<file path="src/verilog/tflp_consts.vh">
// Constants for the timer flag and low-power block
`ifndef TFLP_CONSTS_VH
`define TFLP_CONSTS_VH
// =====================================================
// Register addresses
`define TFLP_ADDR_CTRL 8'h12
`define TFLP_ADDR_STATUS 8'h13
`define TFLP_ADDR_CAP_HI 8'h14
`define TFLP_ADDR_CAP_LO 8'h15
`define TFLP_ADDR_CMP_HI 8'h16
`define TFLP_ADDR_CMP_LO 8'h17
`define TFLP_ADDR_CNT_HI 8'h18
`define TFLP_ADDR_CNT_LO 8'h19
`define TFLP_ADDR_ALT_HI 8'h1a
`define TFLP_ADDR_ALT_LO 8'h1b
// =====================================================
// Status bit positions
`define TFLP_BIT_CAP 7
`define TFLP_BIT_CMP 6
`define TFLP_BIT_ROLL 5
// Control bit positions
`define TFLP_BIT_EDGE 1
`define TFLP_BIT_LEVEL 0
// =====================================================
// Counter values and timing
`define TFLP_CNT_RESET 16'hfffc
`define TFLP_CNT_MAX 16'hffff
`define TFLP_CNT_ZERO 16'h0000
`define TFLP_PRESCALE 2'h3
// =====================================================
// Vector addresses
`define TFLP_VEC_IRQ 16'h1ffa
`define TFLP_VEC_RESET 16'h1ffe
`define TFLP_VEC_WAIT_LO 16'h1ff4
// =====================================================
// Halt modes
`define TFLP_MODE_RUN 2'h0
`define TFLP_MODE_LIGHT 2'h1
`define TFLP_MODE_DEEP 2'h2
`endif

</file>
<file path="src/verilog/tflp_serial_gate.v">
// Baud tick gating and receive abort for the async serial unit in deep halt
`timescale 1ns/1ps
`include "tflp_consts.vh"
module tflp_serial_gate (
   input wire CLOCK,
   input wire RST,
   input wire deep_halt,
   input wire baud_tick_in,
   input wire rx_busy,
   output reg baud_tick_out,
   output reg rx_abort
);
   reg deep_q;
   // =====================================================
   // Gating
   // Transmit state simply freezes without ticks, so it resumes afterwards
   always @(posedge CLOCK or posedge RST) begin
      if (RST) begin
         deep_q <= 1'b0;
         baud_tick_out <= 1'b0;
         rx_abort <= 1'b0;
      end else begin
         deep_q <= deep_halt;
         baud_tick_out <= baud_tick_in & ~deep_halt;
         rx_abort <= deep_halt & ~deep_q & rx_busy;
      end
   end
endmodule // tflp_serial_gate

</file>
<file path="src/verilog/tflp_timer.v">
// Timer flags, counter, compare, capture and halt-mode control
`timescale 1ns/1ps
`include "tflp_consts.vh"
module tflp_timer (
   input wire CLOCK,
   input wire RST,
   input wire [7:0] ADDR,
   input wire [7:0] WDATA,
   input wire RD,
   input wire WR,
   output reg [7:0] RDATA,
   input wire CAPTURE_IN,
   output reg COMPARE_OUT_PIN,
   input wire ENTER_DEEP_HALT,
   input wire ENTER_LIGHT_HALT,
   input wire EXT_IRQ_N,
   input wire ANY_IRQ,
   input wire RESET_EXIT,
   output reg INT_MASK_CLEAR,
   output reg OSC_RUN,
   output reg CPU_RUN,
   output reg VECTOR_VALID,
   output reg [15:0] VECTOR_ADDR,
   input wire BAUD_TICK_IN,
   input wire RX_BUSY,
   output wire BAUD_TICK_OUT,
   output wire RX_ABORT
);
   reg [15:0] counter;
   reg [15:0] capture;
   reg [15:0] compare;
   reg [7:0] cnt_latch_lo;
   reg [7:0] cap_latch_lo;
   reg [7:0] ctrl;
   reg cap_flag;
   reg cmp_flag;
   reg roll_flag;
   reg cap_seen;
   reg cmp_seen;
   reg roll_seen;
   reg cmp_inhibit;
   reg [1:0] prescale;
   reg cap_in_q;
   reg [1:0] mode;
   reg [1:0] next_mode;
   wire deep_halt;
   wire tick;
   wire cap_edge;
   wire cmp_hit;
   wire rd_status;
   wire acc_cap_lo;
   wire acc_cmp_lo;
   wire acc_cnt_lo;
   wire wr_ctrl;
   wire wr_cmp_hi;
   wire wr_cmp_lo;
   wire set_cap;
   wire set_cmp;
   wire set_roll;
   wire clr_cap;
   wire clr_cmp;
   wire clr_roll;
   wire halt_exit;
   reg [15:0] next_counter;
   reg [1:0] next_prescale;
   reg next_cap_flag;
   reg next_cmp_flag;
   reg next_roll_flag;
   reg next_cap_seen;
   reg next_cmp_seen;
   reg next_roll_seen;

   // Decodes an access to one address
   function hit;
      input [7:0] a;
      input [7:0] target;
      input rd;
      input wr;
      begin
         hit = (a == target) && (rd || wr);
      end
   endfunction

   assign deep_halt = (mode == `TFLP_MODE_DEEP);
   // Counter runs from the processor clock divided by four
   assign tick = (prescale == `TFLP_PRESCALE) && !deep_halt;
   assign cap_edge = ctrl[`TFLP_BIT_EDGE] ? (CAPTURE_IN & ~cap_in_q)
                                          : (~CAPTURE_IN & cap_in_q);
   assign cmp_hit = tick && !cmp_inhibit && (compare == counter);
   assign rd_status = hit(ADDR, `TFLP_ADDR_STATUS, RD, 1'b0);
   assign acc_cap_lo = hit(ADDR, `TFLP_ADDR_CAP_LO, RD, WR);
   assign acc_cmp_lo = hit(ADDR, `TFLP_ADDR_CMP_LO, RD, WR);
   assign acc_cnt_lo = hit(ADDR, `TFLP_ADDR_CNT_LO, RD, WR);
   // One decode shared by the exit pulse and the vector choice
   assign halt_exit = (mode != `TFLP_MODE_RUN) && (next_mode == `TFLP_MODE_RUN);

   // =====================================================
   // Write strobes and flag events
   // Reads of the compare low byte do not unlock compares, only writes
   assign wr_ctrl = hit(ADDR, `TFLP_ADDR_CTRL, 1'b0, WR);
   assign wr_cmp_hi = hit(ADDR, `TFLP_ADDR_CMP_HI, 1'b0, WR);
   assign wr_cmp_lo = hit(ADDR, `TFLP_ADDR_CMP_LO, 1'b0, WR);
   assign set_cap = cap_edge && !deep_halt;
   assign set_cmp = cmp_hit;
   // Wrap is seen on the tick that leaves the top count
   assign set_roll = tick && (counter == `TFLP_CNT_MAX);
   // Only a flag recorded as set by the last status read may clear
   assign clr_cap = acc_cap_lo && cap_seen;
   assign clr_cmp = acc_cmp_lo && cmp_seen;
   assign clr_roll = acc_cnt_lo && roll_seen;

   // =====================================================
   // Halt mode state machine
   always @* begin
      next_mode = mode;
      case (mode)
         `TFLP_MODE_RUN: begin
            if (ENTER_DEEP_HALT)
               next_mode = `TFLP_MODE_DEEP;
            else if (ENTER_LIGHT_HALT)
               next_mode = `TFLP_MODE_LIGHT;
         end
         `TFLP_MODE_LIGHT: begin
            if (ANY_IRQ || RESET_EXIT)
               next_mode = `TFLP_MODE_RUN;
         end
         `TFLP_MODE_DEEP: begin
            if (!EXT_IRQ_N || RESET_EXIT)
               next_mode = `TFLP_MODE_RUN;
         end
         default: next_mode = `TFLP_MODE_RUN;
      endcase
   end

   always @(posedge CLOCK or posedge RST) begin
      if (RST) begin
         mode <= `TFLP_MODE_RUN;
         INT_MASK_CLEAR <= 1'b0;
         OSC_RUN <= 1'b1;
         CPU_RUN <= 1'b1;
         VECTOR_VALID <= 1'b0;
         VECTOR_ADDR <= `TFLP_CNT_ZERO;
      end else begin
         mode <= next_mode;
         INT_MASK_CLEAR <= (mode == `TFLP_MODE_RUN) && (next_mode != `TFLP_MODE_RUN);
         OSC_RUN <= (next_mode != `TFLP_MODE_DEEP);
         CPU_RUN <= (next_mode == `TFLP_MODE_RUN);
         VECTOR_VALID <= halt_exit;
         if (halt_exit) begin
            // Interrupt exit from light halt takes the wait vector base; the CPU picks the slot
            if (RESET_EXIT)
               VECTOR_ADDR <= `TFLP_VEC_RESET;
            else if (mode == `TFLP_MODE_DEEP)
               VECTOR_ADDR <= `TFLP_VEC_IRQ;
            else
               VECTOR_ADDR <= `TFLP_VEC_WAIT_LO;
         end
      end
   end

   // =====================================================
   // Counter next state; deep halt freezes both counter and divider
   // Reset exit from deep halt restarts the divider so the first tick comes four clocks later
   always @* begin
      next_counter = counter;
      next_prescale = prescale;
      if (deep_halt && RESET_EXIT) begin
         next_counter = `TFLP_CNT_RESET;
         next_prescale = 2'h0;
      end else if (!deep_halt) begin
         // Prescaler keeps its phase across an interrupt exit from deep halt
         next_prescale = prescale + 2'h1;
         if (tick)
            next_counter = counter + 16'h0001;
      end
   end

   // =====================================================
   // Counter, prescaler, capture
   always @(posedge CLOCK or posedge RST) begin
      if (RST) begin
         counter <= `TFLP_CNT_RESET;
         prescale <= 2'h0;
         capture <= `TFLP_CNT_ZERO;
         cap_in_q <= 1'b0;
      end else begin
         cap_in_q <= CAPTURE_IN;
         counter <= next_counter;
         prescale <= next_prescale;
         if (cap_edge && !deep_halt)
            capture <= counter;
      end
   end

   // =====================================================
   // Control and compare registers
   always @(posedge CLOCK or posedge RST) begin
      if (RST) begin
         ctrl <= 8'h00;
         compare <= `TFLP_CNT_MAX;
         cmp_inhibit <= 1'b0;
         COMPARE_OUT_PIN <= 1'b0;
      end else begin
         if (wr_ctrl)
            ctrl <= WDATA;
         // Compare lockout stays on until the low byte write completes the pair
         if (wr_cmp_hi) begin
            compare[15:8] <= WDATA;
            cmp_inhibit <= 1'b1;
         end
         if (wr_cmp_lo) begin
            compare[7:0] <= WDATA;
            cmp_inhibit <= 1'b0;
         end
         if (cmp_hit)
            COMPARE_OUT_PIN <= ctrl[`TFLP_BIT_LEVEL];
      end
   end

   // =====================================================
   // Status flags; a new set beats a clear in the same cycle
   // The record only lasts until the next matching low-byte access
   always @* begin
      next_cap_flag = cap_flag;
      next_cmp_flag = cmp_flag;
      next_roll_flag = roll_flag;
      next_cap_seen = cap_seen;
      next_cmp_seen = cmp_seen;
      next_roll_seen = roll_seen;
      if (rd_status) begin
         next_cap_seen = cap_flag;
         next_cmp_seen = cmp_flag;
         next_roll_seen = roll_flag;
      end else begin
         if (acc_cap_lo)
            next_cap_seen = 1'b0;
         if (acc_cmp_lo)
            next_cmp_seen = 1'b0;
         if (acc_cnt_lo)
            next_roll_seen = 1'b0;
      end
      if (set_cap)
         next_cap_flag = 1'b1;
      else if (clr_cap)
         next_cap_flag = 1'b0;
      if (set_cmp)
         next_cmp_flag = 1'b1;
      else if (clr_cmp)
         next_cmp_flag = 1'b0;
      if (set_roll)
         next_roll_flag = 1'b1;
      else if (clr_roll)
         next_roll_flag = 1'b0;
   end

   // =====================================================
   // Flag registers
   always @(posedge CLOCK or posedge RST) begin
      if (RST) begin
         cap_flag <= 1'b0;
         cmp_flag <= 1'b0;
         roll_flag <= 1'b0;
         cap_seen <= 1'b0;
         cmp_seen <= 1'b0;
         roll_seen <= 1'b0;
      end else begin
         cap_flag <= next_cap_flag;
         cmp_flag <= next_cmp_flag;
         roll_flag <= next_roll_flag;
         cap_seen <= next_cap_seen;
         cmp_seen <= next_cmp_seen;
         roll_seen <= next_roll_seen;
      end
   end

   // =====================================================
   // Read path; capture and counter high byte reads freeze the low byte for coherent 16-bit reads
   always @(posedge CLOCK or posedge RST) begin
      if (RST) begin
         RDATA <= 8'h00;
         cnt_latch_lo <= 8'h00;
         cap_latch_lo <= 8'h00;
      end else if (RD) begin
         case (ADDR)
            `TFLP_ADDR_CTRL: RDATA <= ctrl;
            `TFLP_ADDR_STATUS: RDATA <= {cap_flag, cmp_flag, roll_flag, 5'h00};
            `TFLP_ADDR_CAP_HI: begin
               RDATA <= capture[15:8];
               cap_latch_lo <= capture[7:0];
            end
            `TFLP_ADDR_CAP_LO: RDATA <= cap_latch_lo;
            `TFLP_ADDR_CMP_HI: RDATA <= compare[15:8];
            `TFLP_ADDR_CMP_LO: RDATA <= compare[7:0];
            `TFLP_ADDR_CNT_HI, `TFLP_ADDR_ALT_HI: begin
               RDATA <= counter[15:8];
               cnt_latch_lo <= counter[7:0];
            end
            `TFLP_ADDR_CNT_LO, `TFLP_ADDR_ALT_LO: RDATA <= cnt_latch_lo;
            default: RDATA <= 8'h00;
         endcase
      end
   end

   // =====================================================
   // Async serial unit gating in deep halt is done here by tflp_serial_gate
   tflp_serial_gate u_serial_gate (
      .CLOCK(CLOCK),
      .RST(RST),
      .deep_halt(deep_halt),
      .baud_tick_in(BAUD_TICK_IN),
      .rx_busy(RX_BUSY),
      .baud_tick_out(BAUD_TICK_OUT),
      .rx_abort(RX_ABORT)
   );
endmodule // tflp_timer

</file>
<file path="config.mk">
export PLATFORM = sky130hd
export DESIGN_NAME = tflp_timer
export DESIGN_NICKNAME = d
export VERILOG_FILES = /design/src/verilog/tflp_serial_gate.v /design/src/verilog/tflp_timer.v
export VERILOG_INCLUDE_DIRS = /design/src /design/src/verilog
export SDC_FILE = /design/constraint.sdc
export NUM_CORES = 1
export LEC_CHECK = 0
export ABC_AREA = 0
export BUFFER_PORTS_ARGS = -buffer_cell sky130_fd_sc_hd__buf_2
export CAP_MARGIN = 30
export CORE_MARGIN = 1
export CORE_UTILIZATION = 50
export DETAILED_ROUTE_END_ITERATION = 10
export PLACE_DENSITY = 0.7
export SETUP_SLACK_MARGIN = 0.1
export SLEW_MARGIN = 5
export SYNTH_ARGS = -nofsm -noshare
export SYNTH_HDL_FRONTEND = slang
export SYNTH_SLANG_ARGS = --single-unit
export TNS_END_PERCENT = 5
</file>
<file path="constraint.sdc">
create_clock -name CLOCK -period 3.71 [get_ports CLOCK]
set_input_delay 0.742 -clock CLOCK [delete_from_list [all_inputs] [get_ports CLOCK]]
set_output_delay 0.742 -clock CLOCK [all_outputs]
set_load 0.01 [all_outputs]
</file>
==> reports/results.txt <==
status: complete, no violations
Congestion Overflow GR: 0
Max FO, Critical Path: 13
setup violators final: 0
crit-path cells: buf_2 -> nand2b_1 -> nor2_1 -> nand3_1 -> mux2_2
ant diodes: 0
Max Cap Viol: 0
PwrDens: 503 nW/um^2
synthesis-to-finish area growth: 9.98%
Peak Freq: 446 MHz
Sum Neg Setup Slack: 0 ns
WP data required: 3.97 ns
Post-DP HPWL: 8200 um
IO Count: 59
Setup Buffers After CTS: 0
largest net degree at the start of global routing: 70
post-CTS resize count: 0
Synthesis Warnings: 0
vias in the first global route: 3,337
ys async rst share: 100%
Slowest-stage cell, CP: nor2_1
antenna violations before repair: 0
Synth cell types: 54
critical path data arrival time: 2.50 ns
cts bufs inserted: 9
Seq/Total Area, Yosys: 52.7%
Peak supply drop: 313 uV
Skew-Pair Late Insertion Delay: 0.37 ns
Final Cycle Share: 60.4%
first-pass GRT wire length: 17,500 um
Reg2Reg Capture Point: counter[9]
site row count: 35
register area: 2620 um^2
synthesized flop and latch total: 103
Leak Pwr: 2.43 nW
Bufs on Longest Clock Path: 2
# fillers: 816
pin slew with the least headroom to its limit: 0.844 ns
starting density of the core: 52.7%
Critical Path Max Stage Delay: 0.43 ns
leading area contributor after synthesis: dfrtp_1
CTS Sinks: 103
Root Buffer: clkbuf_8
CP delay by family, top: simple AND/OR/NAND/NOR gates
fin. max-slew vios: 0
post-DR vias/cell: 5.64
fin area: 5460 um^2
R2R cell count: 4
Avg Cell Area, Syn: 11.5 um^2
routed wire length: 11,200 um
area of the die: 10,300 um^2
Layout Nets: 498
Port Buf Inserts: 54
Die W: 102 um
Die Height: 102 um
RR Startpoint: counter[3]
type of the worst setup path: input pin to register
residual DRC count: 0
Tot GR Track Use: 22.9%
CTS tree: yes
R2R Setup Slk: 1.66 ns
Final Hold Vio Count: 0
most frequent cell after synthesis: dfrtp_1
ratio of cells with drive above 1 in the final layout: 36.8%
WL/cell: 18.6 um
routed vias: 3,398
post-route ant nets: 0
core area: 9420 um^2
RSZ-0062 raised after global routing: false
top cells by area, synth: dfrtp_1 36%, dfstp_2 17%, mux2_2 12%
number of synthesized flops with an enable pin: 0
Crit path buffers/inverters: 1
min Tclk post-route: 2.24 ns
DRT Pass-1 Iters: 4
Worst setup SP type: input pin
Slew headroom: 43.6%
H-tree Lvls: 3
DR iter-0 viols: 229
Hold Crit Class: input pin to asynchronous set/reset pin
ys flop type: dfrtp_1
commonest cells in the netlist: 71 x dfrtp_1, 55 x mux2_2, 37 x nand2_1
placed inst area: 5260 um^2
worst clock skew: 0.0130 ns
CP endpoint kind: register
Post-CTS Hold Buffers: 0
Post-Syn Area: 4960 um^2
area of the multi-input gates: 2070 um^2
clk slew on worst S/H paths: 0.10 ns
share of the synthesized area in the top cell type: 35.8%
RePlAce Congestion: 0.987
Synth Instances: 431
-- where the power goes --
part / internal (W) / switching (W)
logic: 0.000241 / 0.000281
clock network: 0.000320 / 0.000396
registers: 0.00132 / 0.000184
-- cells by family (layout without fill, tap and decap cells) --
group	after synthesis	count (layout)	synth area share (%)
AOI/OAI and AO/OA	63	63	8.25
xor gates and xnor gates	24	24	4.24
adders and majority gates	2	2	0.504
buffers and inverters	58	97	5.85
DFF	103	103	52.7
muxes	71	71	16.5
other	1	4	0.0756
and+or+nand+nor	109	109	11.8
-- layout by cell type, fill, tap and decap left out, types with 4 or more instances in the layout --
cell type  Yosys  final
buf_2          5     54
or3_1          5      5
mux2_2        55     55
nand4_1        7      7
a21oi_1       12     12
and2_1         4      4
nand3_1       16     16
a221oi_1       7      7
o21ai_0       20     20
xor2_1         5      5
mux2i_1       11     11
xnor2_1       19     19
o22ai_1        5      5
conb_1         1      4
inv_1         22     21
o32ai_1        6      6
nor2_1        11     11
dfstp_2       32     32
dfrtp_1       71     71
nand2b_1       5      5
clkbuf_8       0      9
nand2_1       37     37
nor3_1         4      4
-- worst max path at each step --
stage                 start              end  cells past startpoint
finish              ADDR[2]  cap_latch_lo[1]                      5
global route        ADDR[2]  cap_latch_lo[4]                      5
CTS                 ADDR[2]  cap_latch_lo[1]                      5
detailed placement  ADDR[2]  cap_latch_lo[1]                      5
global placement    ADDR[2]  cap_latch_lo[6]                      5
floorplan               RST  COMPARE_OUT_PIN                      1
-- cell type report --
type                       count  area share [%]
clock buffer                   9            2.27
clock inverter                 7            1.42
inverter                      23            1.67
multi-input combinational    273            37.8
sequential                   103            48.0
tap                          129            2.96
timing repair buffer          58            5.87
-- flip-flops by register name, summed over array words and instances (netlist names), 3 cells and up --
name and cells:
capture 16, compare 16, counter 16, RDATA 8, cap_latch_lo 8, cnt_latch_lo 8, ctrl 8, VECTOR_ADDR 3
-- per-layer routing --
metal  vias to the layer above  wire length, um  global-route usage [%]
met3                        20              669                    4.35
li1                       1578                -                       -
met4                         0              203                    8.70
met2                       109             5420                    36.5
met1                      1691             4930                    31.2
met5                         -                0                       0
-- through the flow --
stage	power [W]	setup WS (ns)	util, %	instances	hold WS [ns]
global placement	0.00202	1.15	55.5	585	0.395
floorplan	0.00186	0.317	-	434	0.382
CTS	0.00276	1.50	58.0	602	0.285
global route	0.00288	1.33	58.0	602	0.296
detailed placement	0.00204	1.11	55.8	586	0.400
finish	0.00274	1.47	58.0	602	0.292
Power figures use the tool's default switching activity.
